**config.mk**
```make
export PLATFORM = sky130hd
export DESIGN_NAME = uam_device_flat
export DESIGN_NICKNAME = d
export VERILOG_FILES = /design/src/hw/uam_pkg.sv /design/src/hw/uam_link_if.sv /design/src/hw/uam_device.sv /design/src/flat_wrapper.sv
export VERILOG_INCLUDE_DIRS = /design/src /design/src/hw
export SDC_FILE = /design/constraint.sdc
export NUM_CORES = 1
export LEC_CHECK = 0
export BUFFER_PORTS_ARGS = -buffer_cell sky130_fd_sc_hd__clkbuf_2
export CORE_UTILIZATION = 50
export DETAILED_ROUTE_END_ITERATION = 6
export PLACE_DENSITY = 0.77
export SLEW_MARGIN = 20
export SYNTH_ARGS = -nofsm -noshare
export SYNTH_HDL_FRONTEND = slang
export SYNTH_SLANG_ARGS = --single-unit
```
**constraint.sdc**
```tcl
create_clock -name clk_sys -period 3.55 [get_ports clk_sys]
set_input_delay 0.71 -clock clk_sys [delete_from_list [all_inputs] [get_ports clk_sys]]
set_output_delay 0.71 -clock clk_sys [all_outputs]
set_load 0.05 [all_outputs]
```
**src/hw/uam_regs.svh**
```systemverilog
// Register offsets, field positions and timing counts of the UART pair
`ifndef UAM_REGS_SVH
`define UAM_REGS_SVH
`define UAM_ADDR_CTRL    3'h0
`define UAM_ADDR_BUF     3'h1
`define UAM_ADDR_EXT     3'h2
`define UAM_ADDR_AUX     3'h3
`define UAM_ADDR_SLAVE_ADDR_REG   3'h4
`define UAM_ADDR_SLAVE_ADDR_MASK   3'h5
`define UAM_ADDR_PWR     3'h6
`define UAM_CTRL_MODE    7:6
`define UAM_CTRL_FILT    5
`define UAM_CTRL_RXEN    4
`define UAM_CTRL_TB8     3
`define UAM_CTRL_RB8     2
`define UAM_CTRL_TXF     1
`define UAM_CTRL_RXF     0
`define UAM_EXT_DBUF     7
`define UAM_EXT_IRQPOS   6
`define UAM_EXT_LASTSEL  4
`define UAM_EXT_FE       3
`define UAM_EXT_BRK      2
`define UAM_AUX_BRKRST   6
`define UAM_PWR_FESEL    6
`define UAM_BIT_CYCLES   87
`define UAM_BREAK_BITS   11
`define UAM_NODE_BRK_LAST 4'hB
`endif

```
**src/hw/uam_pkg.sv**
```systemverilog
// Types shared by both ends of the UART link
package uam_pkg;
  typedef enum logic [1:0] {
    UAM_TX_IDLE  = 2'b00,
    UAM_TX_START = 2'b01,
    UAM_TX_DATA  = 2'b10,
    UAM_TX_STOP  = 2'b11
  } uam_tx_state_t;
  typedef enum logic [1:0] {
    UAM_RX_IDLE  = 2'b00,
    UAM_RX_START = 2'b01,
    UAM_RX_DATA  = 2'b10,
    UAM_RX_STOP  = 2'b11
  } uam_rx_state_t;
endpackage

```
**src/hw/uam_link_if.sv**
```systemverilog
// Serial line between the device UART and a remote node
`timescale 1ns/1ps
`default_nettype none
interface uam_link_if;
  logic devTx;
  logic nodeTx;
  modport dev  (output devTx, input nodeTx);
  modport node (input devTx, output nodeTx);
endinterface
`default_nettype wire

```
**src/hw/uam_device.sv**
```systemverilog
// Device-end UART: double-buffered transmit, address filter, break detect
`timescale 1ns/1ps
`default_nettype none
`include "uam_regs.svh"
// Function
// (RULE_01) Filter on, select clear: flag at ninth bit
// (RULE_02) Select set: flag at stop; zero ninth silent
// (RULE_03) Eleven low bit times set break flag
// (RULE_04) Break flag holds until cleared or reset
// (RULE_05) Enabled break reset forces programming-mode reset
// (RULE_06) Buffered character follows after one stop bit
// (RULE_07) Buffer disabled behaves single-buffered
// (RULE_08) Software enables buffering only modes one-three
// (RULE_09) Write to empty buffer loads, interrupts at once
// (RULE_10) Last-character interrupt optional, position selectable
// (RULE_11) Further write interrupts at stop start or end
// (RULE_12) Software avoids writing at final stop bit
// (RULE_13) Unbuffered ninth bit fixed until transmit done
// (RULE_14) Buffered ninth bit travels with data byte
// (RULE_15) Modes two, three carry nine data bits
// (RULE_16) Filter passes only ninth-bit-one frames
// (RULE_17) Filter ignored mode zero, kept clear mode one
// (RULE_18) Filtered frame needs given or broadcast address
// (RULE_19) Given match compares masked bits only
// (RULE_20) Broadcast match uses address OR mask
// (RULE_21) Reset clears address and mask registers
// (RULE_22) Load only when flag clear and filter passes
// (RULE_23) Missing stop bit sets sticky framing flag
// (RULE_24) Address checked on low byte at final shift
module uam_device #(
  parameter int BIT_CYCLES = `UAM_BIT_CYCLES
) (
  input  wire logic       clk_sys,
  input  wire logic       rst_n,
  uam_link_if.dev         link,
  input  wire logic [2:0] regAddr,
  input  wire logic [7:0] regWrData,
  input  wire logic       regWr,
  input  wire logic       regRd,
  output logic      [7:0] regRdData,
  output logic            ispResetReq
);
  localparam logic [15:0] BIT_LAST  = 16'(BIT_CYCLES - 1);
  localparam logic [15:0] HALF_LAST = 16'(BIT_CYCLES / 2 - 1);
  localparam logic [19:0] BRK_LAST  = 20'(`UAM_BREAK_BITS * BIT_CYCLES - 1);

  logic [1:0] mode, next_mode;
  logic       addrFilterEn, next_addrFilterEn, rxEn, next_rxEn;
  logic       txNinth, next_txNinth, rxNinth, next_rxNinth;
  logic       txFlag, next_txFlag, rxFlag, next_rxFlag;
  logic       dbufEn, next_dbufEn, irqPos, next_irqPos, lastSel, next_lastSel;
  logic       feFlag, next_feFlag, breakFlag, next_breakFlag;
  logic       brkRstEn, next_brkRstEn, feSel, next_feSel, next_isp;
  logic [7:0] rxBuf, next_rxBuf, slave_addr_reg, next_slave_addr_reg, slave_addr_mask, next_slave_addr_mask;
  logic [7:0] next_rdData;
  uam_pkg::uam_tx_state_t txState, next_txState;
  uam_pkg::uam_rx_state_t rxState, next_rxState;
  logic [15:0] txCnt, next_txCnt, rxCnt, next_rxCnt;
  logic [3:0]  txBit, next_txBit, rxBit, next_rxBit, lastBit;
  logic [8:0]  txShift, next_txShift, bufData, next_bufData;
  logic [8:0]  rxShift, next_rxShift, shiftIn, candShift;
  logic        bufFull, next_bufFull, txIrqDone, next_txIrqDone;
  logic        txLine, next_txLine, rxEarly, next_rxEarly;
  logic [19:0] brkCnt, next_brkCnt;
  logic        wrCtrl, wrBuf, wrExt, rxd, txBitEnd, rxBitEnd, irqPoint, txSet;
  logic        filt9, earlyPoint, stopPoint, finalShift, accept, brkHit;
  logic [7:0]  candByte;
  logic        candNinth;

  function automatic logic addrHit(input logic [7:0] b, input logic [7:0] sa,
                                   input logic [7:0] sm);
    logic [7:0] bc;
    bc = sa | sm;
    // (RULE_19) masked given match
    // (RULE_20) broadcast zeros are don't-care
    addrHit = (((b ^ sa) & sm) == 8'h00) || ((b & bc) == bc);
  endfunction

  assign link.devTx = txLine;
  assign rxd        = link.nodeTx;

  always_comb begin
    wrCtrl  = regWr && (regAddr == `UAM_ADDR_CTRL);
    wrBuf   = regWr && (regAddr == `UAM_ADDR_BUF);
    wrExt   = regWr && (regAddr == `UAM_ADDR_EXT);
    // (RULE_15) nine data bits in modes two and three
    lastBit = mode[1] ? 4'h8 : 4'h7;
    // (RULE_17) filter has no effect in mode zero
    filt9   = addrFilterEn && mode[1];
    next_txState   = txState;
    next_txBit     = txBit;
    next_txShift   = txShift;
    next_bufData   = bufData;
    next_bufFull   = bufFull;
    next_txIrqDone = txIrqDone;
    txSet          = 1'b0;
    txBitEnd = (txCnt == BIT_LAST);
    next_txCnt = (txState == uam_pkg::UAM_TX_IDLE || txBitEnd) ? 16'h0000
                                                                : txCnt + 16'h0001;
    irqPoint = (txState == uam_pkg::UAM_TX_STOP) &&
               (irqPos ? txBitEnd : (txCnt == 16'h0000));
    case (txState)
      uam_pkg::UAM_TX_IDLE: begin
        if (wrBuf) begin
          next_txShift   = {txNinth, regWrData};
          next_txState   = uam_pkg::UAM_TX_START;
          next_txIrqDone = 1'b0;
          // (RULE_09) empty buffer frees at once
          txSet          = dbufEn;
        end
      end
      uam_pkg::UAM_TX_START: begin
        if (txBitEnd) begin
          next_txState = uam_pkg::UAM_TX_DATA;
          next_txBit   = 4'h0;
        end
      end
      uam_pkg::UAM_TX_DATA: begin
        if (txBitEnd) begin
          next_txShift = {1'b0, txShift[8:1]};
          next_txBit   = txBit + 4'h1;
          if (txBit == lastBit) begin
            next_txState = uam_pkg::UAM_TX_STOP;
          end
        end
      end
      uam_pkg::UAM_TX_STOP: begin
        // (RULE_10) last interrupt only when selected
        // (RULE_11) pending character interrupts at position
        if (irqPoint && (!dbufEn || bufFull || lastSel)) begin
          txSet          = 1'b1;
          next_txIrqDone = 1'b1;
        end
        if (txBitEnd) begin
          // (RULE_06) next frame after a single stop bit
          if (bufFull) begin
            next_txShift   = bufData;
            next_bufFull   = 1'b0;
            next_txState   = uam_pkg::UAM_TX_START;
            next_txIrqDone = 1'b0;
            // Late write missed the start-of-stop point
            if (!txIrqDone) begin
              txSet = 1'b1;
            end
          end else begin
            next_txState = uam_pkg::UAM_TX_IDLE;
          end
        end
      end
      default: next_txState = uam_pkg::UAM_TX_IDLE;
    endcase
    // (RULE_14) ninth bit buffered with the byte
    // (RULE_07) busy single-buffer writes are dropped
    if (wrBuf && txState != uam_pkg::UAM_TX_IDLE && dbufEn) begin
      next_bufData = {txNinth, regWrData};
      next_bufFull = 1'b1;
    end
    case (next_txState)
      uam_pkg::UAM_TX_START: next_txLine = 1'b0;
      // (RULE_13) unbuffered ninth bit read live as it leaves
      uam_pkg::UAM_TX_DATA:  next_txLine = (next_txBit == 4'h8 && !dbufEn) ? txNinth
                                                                           : next_txShift[0];
      default:               next_txLine = 1'b1;
    endcase

    next_rxState = rxState;
    next_rxBit   = rxBit;
    next_rxShift = rxShift;
    next_rxEarly = rxEarly;
    next_rxCnt   = rxCnt + 16'h0001;
    rxBitEnd     = (rxCnt == BIT_LAST);
    shiftIn      = {rxd, rxShift[8:1]};
    case (rxState)
      uam_pkg::UAM_RX_IDLE: begin
        next_rxCnt   = 16'h0000;
        next_rxEarly = 1'b0;
        if (rxEn && !rxd) begin
          next_rxState = uam_pkg::UAM_RX_START;
        end
      end
      uam_pkg::UAM_RX_START: begin
        if (rxCnt == HALF_LAST) begin
          next_rxCnt   = 16'h0000;
          next_rxBit   = 4'h0;
          next_rxState = rxd ? uam_pkg::UAM_RX_IDLE : uam_pkg::UAM_RX_DATA;
        end
      end
      uam_pkg::UAM_RX_DATA: begin
        if (rxBitEnd) begin
          next_rxCnt   = 16'h0000;
          next_rxShift = shiftIn;
          next_rxBit   = rxBit + 4'h1;
          if (rxBit == lastBit) begin
            next_rxState = uam_pkg::UAM_RX_STOP;
          end
        end
      end
      uam_pkg::UAM_RX_STOP: begin
        if (rxBitEnd) begin
          next_rxState = uam_pkg::UAM_RX_IDLE;
        end
      end
      default: next_rxState = uam_pkg::UAM_RX_IDLE;
    endcase
    // (RULE_01) early decision during the ninth bit
    earlyPoint = (rxState == uam_pkg::UAM_RX_DATA) && rxBitEnd && (rxBit == 4'h8) &&
                 filt9 && !feSel;
    if (earlyPoint) begin
      next_rxEarly = 1'b1;
    end
    // (RULE_02) otherwise decide at the stop bit
    stopPoint  = (rxState == uam_pkg::UAM_RX_STOP) && rxBitEnd;
    finalShift = earlyPoint || (stopPoint && !rxEarly);
    candShift  = earlyPoint ? shiftIn : rxShift;
    // (RULE_24) low eight bits at final shift
    candByte   = mode[1] ? candShift[7:0] : candShift[8:1];
    candNinth  = mode[1] ? candShift[8] : rxd;
    // (RULE_22) load only into a free buffer
    // (RULE_16) ninth bit must be one
    // (RULE_18) and address must match
    accept = !rxFlag && (filt9 ? (candNinth && addrHit(candByte, slave_addr_reg, slave_addr_mask)) :
                         (addrFilterEn && mode == 2'h1) ? rxd : 1'b1);
    next_rxBuf   = (finalShift && accept) ? candByte : rxBuf;
    next_rxNinth = (finalShift && accept) ? candNinth : rxNinth;

    // (RULE_03) consecutive low time counter
    next_brkCnt = rxd ? 20'h00000 : (brkCnt <= BRK_LAST) ? brkCnt + 20'h00001 : brkCnt;
    brkHit      = !rxd && (brkCnt == BRK_LAST);
    // (RULE_05) break reset request when enabled
    next_isp    = brkHit && rxEn && brkRstEn;

    // Hardware set wins over a same-cycle software clear
    next_rxFlag  = (finalShift && accept) || (wrCtrl ? regWrData[`UAM_CTRL_RXF] : rxFlag);
    next_txFlag  = txSet || (wrCtrl ? regWrData[`UAM_CTRL_TXF] : txFlag);
    // (RULE_23) missing stop bit, except filtered zero-ninth frame with select set
    next_feFlag  = (stopPoint && !rxd && !(filt9 && feSel && !rxShift[8])) ||
                   (wrExt ? regWrData[`UAM_EXT_FE] : feFlag);
    // (RULE_04) sticky until software clears
    next_breakFlag = brkHit || (wrExt ? regWrData[`UAM_EXT_BRK] : breakFlag);
    next_mode         = wrCtrl ? regWrData[`UAM_CTRL_MODE] : mode;
    next_addrFilterEn = wrCtrl ? regWrData[`UAM_CTRL_FILT] : addrFilterEn;
    next_rxEn         = wrCtrl ? regWrData[`UAM_CTRL_RXEN] : rxEn;
    next_txNinth      = wrCtrl ? regWrData[`UAM_CTRL_TB8] : txNinth;
    next_dbufEn       = wrExt ? regWrData[`UAM_EXT_DBUF] : dbufEn;
    next_irqPos       = wrExt ? regWrData[`UAM_EXT_IRQPOS] : irqPos;
    next_lastSel      = wrExt ? regWrData[`UAM_EXT_LASTSEL] : lastSel;
    next_brkRstEn = (regWr && regAddr == `UAM_ADDR_AUX) ? regWrData[`UAM_AUX_BRKRST] : brkRstEn;
    next_feSel    = (regWr && regAddr == `UAM_ADDR_PWR) ? regWrData[`UAM_PWR_FESEL] : feSel;
    next_slave_addr_reg    = (regWr && regAddr == `UAM_ADDR_SLAVE_ADDR_REG) ? regWrData : slave_addr_reg;
    next_slave_addr_mask    = (regWr && regAddr == `UAM_ADDR_SLAVE_ADDR_MASK) ? regWrData : slave_addr_mask;
    next_rdData   = 8'h00;
    if (regRd) begin
      case (regAddr)
        `UAM_ADDR_CTRL:  next_rdData = {mode, addrFilterEn, rxEn, txNinth, rxNinth,
                                        txFlag, rxFlag};
        `UAM_ADDR_BUF:   next_rdData = rxBuf;
        `UAM_ADDR_EXT:   next_rdData = {dbufEn, irqPos, 1'b0, lastSel, feFlag, breakFlag,
                                        2'h0};
        `UAM_ADDR_AUX:   next_rdData = {1'b0, brkRstEn, 6'h00};
        `UAM_ADDR_SLAVE_ADDR_REG: next_rdData = slave_addr_reg;
        `UAM_ADDR_SLAVE_ADDR_MASK: next_rdData = slave_addr_mask;
        `UAM_ADDR_PWR:   next_rdData = {1'b0, feSel, 6'h00};
        default:         next_rdData = 8'h00;
      endcase
    end
  end

  always_ff @(posedge clk_sys or negedge rst_n) begin
    if (!rst_n) begin
      mode <= 2'h0;  addrFilterEn <= 1'b0;  rxEn <= 1'b0;  txNinth <= 1'b0;
      rxNinth <= 1'b0;  txFlag <= 1'b0;  rxFlag <= 1'b0;  dbufEn <= 1'b0;
      irqPos <= 1'b0;  lastSel <= 1'b0;  feFlag <= 1'b0;  breakFlag <= 1'b0;
      brkRstEn <= 1'b0;  feSel <= 1'b0;  rxBuf <= 8'h00;
      // (RULE_21) all-don't-care address after reset
      slave_addr_reg <= 8'h00;
      slave_addr_mask <= 8'h00;
      regRdData <= 8'h00;  ispResetReq <= 1'b0;
      txState <= uam_pkg::UAM_TX_IDLE;  txCnt <= 16'h0000;  txBit <= 4'h0;
      txShift <= 9'h000;  bufData <= 9'h000;  bufFull <= 1'b0;
      txIrqDone <= 1'b0;  txLine <= 1'b1;
      rxState <= uam_pkg::UAM_RX_IDLE;  rxCnt <= 16'h0000;  rxBit <= 4'h0;
      rxShift <= 9'h000;  rxEarly <= 1'b0;  brkCnt <= 20'h00000;
    end else begin
      mode <= next_mode;  addrFilterEn <= next_addrFilterEn;  rxEn <= next_rxEn;
      txNinth <= next_txNinth;  rxNinth <= next_rxNinth;  txFlag <= next_txFlag;
      rxFlag <= next_rxFlag;  dbufEn <= next_dbufEn;  irqPos <= next_irqPos;
      lastSel <= next_lastSel;  feFlag <= next_feFlag;  breakFlag <= next_breakFlag;
      brkRstEn <= next_brkRstEn;  feSel <= next_feSel;  rxBuf <= next_rxBuf;
      slave_addr_reg <= next_slave_addr_reg;  slave_addr_mask <= next_slave_addr_mask;
      regRdData <= next_rdData;  ispResetReq <= next_isp;
      txState <= next_txState;  txCnt <= next_txCnt;  txBit <= next_txBit;
      txShift <= next_txShift;  bufData <= next_bufData;  bufFull <= next_bufFull;
      txIrqDone <= next_txIrqDone;  txLine <= next_txLine;
      rxState <= next_rxState;  rxCnt <= next_rxCnt;  rxBit <= next_rxBit;
      rxShift <= next_rxShift;  rxEarly <= next_rxEarly;  brkCnt <= next_brkCnt;
    end
  end
endmodule
`default_nettype wire

```
**src/flat_wrapper.sv**
```systemverilog
// flat-port wrapper written by rule: the top's interface ports become plain ports
module uam_device_flat 
#(
  parameter int BIT_CYCLES = `UAM_BIT_CYCLES
)
  (clk_sys, rst_n, regAddr, regWrData, regWr, regRd, regRdData, ispResetReq, link_devTx, link_nodeTx);
  uam_link_if link_i ();
  input  wire logic clk_sys;
  input  wire logic rst_n;
  input  wire logic [2:0] regAddr;
  input  wire logic [7:0] regWrData;
  input  wire logic regWr;
  input  wire logic regRd;
  output logic      [7:0] regRdData;
  output logic ispResetReq;
  output wire logic [$bits(link_i.devTx)-1:0] link_devTx;
  input wire logic [$bits(link_i.nodeTx)-1:0] link_nodeTx;
  assign link_devTx = link_i.devTx;
  assign link_i.nodeTx = link_nodeTx;
  uam_device #(.BIT_CYCLES(BIT_CYCLES)) u_core (.clk_sys(clk_sys), .rst_n(rst_n), .link(link_i), .regAddr(regAddr), .regWrData(regWrData), .regWr(regWr), .regRd(regRd), .regRdData(regRdData), .ispResetReq(ispResetReq));
endmodule
```
==> impl_metrics.toml <==
[final_layout]
fin_util_pct = 59.2
area_growth_pct = 14.6
largest_reg_flops = 20
fillers = 1155
top_register = "u_core.brkCnt"
layout-drive-gt1-share_pct = 15.3
reg_top3 = "u_core.brkCnt: 20 flops, u_core.rxCnt: 16 flops, u_core.txCnt: 16 flops"
antenna_cells = 0
fin_nets = 734

[pwr]
ir_drop_uv = 433
pwr-share-seq_pct = 43.8
power.density_nw_per_um2 = 516
power_leakage_nw = 3.77
power_mw = 4.27
p_sw_mw = 1.05
intPower_mw = 3.22
p_clk_share_pct = 46.1
combPwrFrac_pct = 10.1
swShare_pct = 24.5

[timing]
final.setup.tns_ns = 0
slew_headroom_pct = 36.9
fin_skew_ns = 0.00882
slew_violations = 0
whs_ns = 0.304
period_needed_ns = 3.31
clock.fmax_ghz = 0.302
setup_slack_ns = 0.243
rsz0062_at_grt = "false"
finalHoldViolations = 0
tightestPinTransition_ns = 0.944
setup_violations = 0
post-route-period-util_pct = 93.2

[route]
drt_iter0_drc = 475
vias = 5236
ant_nets = 0
drt_wl_total_um = 15900
firstDrtPassIters = 5
post-route-drc-count = 0
wire_per_inst_um = 17.8
via_per_inst = 5.88

[logic_synthesis]
ys_seq_area_share_pct = 49.6
yosysTopAreaCell = "dfrtp_1"
synth_top_area_share_pct = 49.2
synth-seq-cells = 143
synth_edf_count = 0
syn_nets = 699
yosysWarnings = 0
ys.flop_type = "dfrtp_1"
synth_cells = 663
syn_avg_cell_area_sq_um = 10.9
synthArstFlopShare_pct = 100
ys_types = 64
synthTopCellsByArea = "dfrtp_1 (49%), mux2_1 (5.0%), ha_1 (3.5%)"
synth_area_sq_um = 7220

[place]
hpwl_um = 11000
post-place-ws_ns = 0.0587
io_buffers = 25
gp_congestion = 0.869

[setup_path]
critPathRequiredTime_ns = 3.90
path_class = "flip-flop to flip-flop"
critical-path-top-delay-family = "compound AO/OA/AOI/OAI gates"
r2r_start = "u_core.rxCnt[0]$_DFF_PN0_"
crit_arrival_ns = 3.65
worstPathMaxFanout = 9
cp-startpoint = "u_core.rxCnt[0]$_DFF_PN0_"
critPathLaunchType = "flip-flop"
max_stage_delay_ns = 0.48
setup.worst_path.end_class = "flip-flop"
path_cells = "inv_1 > ha_1 > nor4b_4 > nand3_2 > o31ai_4 > buf_12 > mux2i_4 > mux2i_1 > a2111oi_2 > a31oi_2 > a311oi_4 > a2bb2oi_1"
slowest_stage = "a311oi_4"
cp_num_buf_inv = 2

[clock_network]
clock_path_buffers = 2
cts-root-buf = "clkbuf_16"
htree_levels = 4
numCtsBuffers = 17
clock_latency_ns = 0.43
cts_sinks = 143
post-cts-setup-buffer-count = 0
cts_tree = "done"
clk_pin_slew_ns = 0.06

[job]
max_cap_violations = 0

[grt]
grt_pass1_wl_um = 26800
antenna_found_initial = 0
grt_pass1_vias = 5382
use_met3_pct = 5.57
use_met1_pct = 30.8
grt_max_degree = 77
grt_usage_pct = 23.7
overflow = 0
grt-busiest-layer = "met2"
use_met2_pct = 37.3

[run_status]
status = "completed"

[floorplanning]
die_width_um = 122
rows = 43
core_area_sq_um = 14000
die_area_sq_um = 14900
fp.dieH_um = 122
ios = 26
initial_core_util_pct = 51.6

[worst_hold_path]
hold_class = "input port to async pin"
==> cell usage in the layout (no fill, tap or decap), drive strengths merged, types with 7 or more instances in the layout <==
master | Yosys | routed
mux2i | 17 | 17
dfrtp | 142 | 142
mux2 | 41 | 41
inv | 22 | 24
nor4 | 8 | 8
nor2b | 19 | 19
nand2 | 56 | 56
o21ai | 33 | 33
and3 | 11 | 11
xnor2 | 17 | 17
xor2 | 22 | 22
clkbuf | 19 | 43
ha | 20 | 20
nor2 | 60 | 60
nand2b | 13 | 13
nand4b | 7 | 7
a22oi | 9 | 9
or2 | 9 | 9
a2bb2oi | 9 | 9
a222oi | 8 | 8
mux4 | 8 | 8
nand3 | 32 | 32
buf | 3 | 14
a21oi | 11 | 11
nor3 | 8 | 8
==> power groups by stage <==
stage                     clock network (mW)  logic (mW)  registers, mW
after floorplan                            0       0.273           1.87
after global placement                     0       0.414           1.88
after detailed placement                   0       0.427           1.89
after CTS                               1.99       0.432           1.87
after global routing                    2.06       0.478           1.88
final                                   1.97       0.432           1.87
==> worst paths after layout <==
kind | to | slack [ns] | cells after the start
worst min register to register | u_core.bufData[8]$_DFFE_PN0P_ | 0.49 | 1
worst max-delay path | u_core.rxBuf[6]$_DFFE_PN0P_ | 0.24 | 12
min in group clk_sys | u_core.bufData[8]$_DFFE_PN0P_ | 0.49 | 1
worst min-delay path | u_core.rxCnt[6]$_DFF_PN0_ | 0.30 | 1
worst max register to register | u_core.rxBuf[6]$_DFFE_PN0P_ | 0.24 | 12
max in group asynchronous | u_core.link.devTx$_DFF_PN1_ | 2.41 | 2
==> final cells by class <==
class	count	area, sq um	share of cell area (%)
clock buffers	19	443	5.35
clock inverters	13	210	2.54
inverters	22	82.6	0.998
multi-input cells	476	3490	42.2
flip-flops and latches	143	3580	43.3
well taps	180	225	2.72
repair buffers	38	241	2.92
==> metrics by stage <==
stage	area (sq um)	std cells
final	8280	891
after global routing	8280	891
after CTS	8240	891
after detailed placement	7590	859
after global placement	7590	859
after floorplan	7220	663
==> cells in the mapped netlist (9+ instances only) <==
library cell and n:
ha_1 20, and3_1 11, clkbuf_1 19, nand3_1 31, a2bb2oi_1 9, nor2b_1 19, inv_1 20, a22oi_1 9
dfrtp_1 142, xnor2_1 17, mux2_2 9, nor2_1 60, mux2i_1 16, o21ai_0 11, mux2_1 32, a21oi_1 11
xor2_1 22, o21ai_1 22, nand2_1 56, nand2b_1 12
==> routing by layer <==
| layer | vias up | share of wire (%) |
|---|---|---|
| met1 | 2617 | 44 |
| met5 | - | 0 |
| met4 | 0 | 2.8 |
| li1 | 2446 | - |
| met3 | 31 | 4.9 |
| met2 | 142 | 48 |
==> cells by family (layout without fill, tap and decap cells) <==
logic type	count (synthesis)	count (layout)	synth area share, %
buf+inv	44	92	2.50
simple gates	248	248	17.9
flops	143	143	49.6
compound gates	103	103	10.5
mux	66	66	11.3
fa+ha+maj	20	20	3.47
xor+xnor	39	39	4.73
==> what timing repair did <==
item                       4_1_cts  5_1_grt
hold buffers                     0        0
setup endpoints to repair        0        9
resized for setup                0        5
No activity file was read; power rests on OpenSTA's default activity.
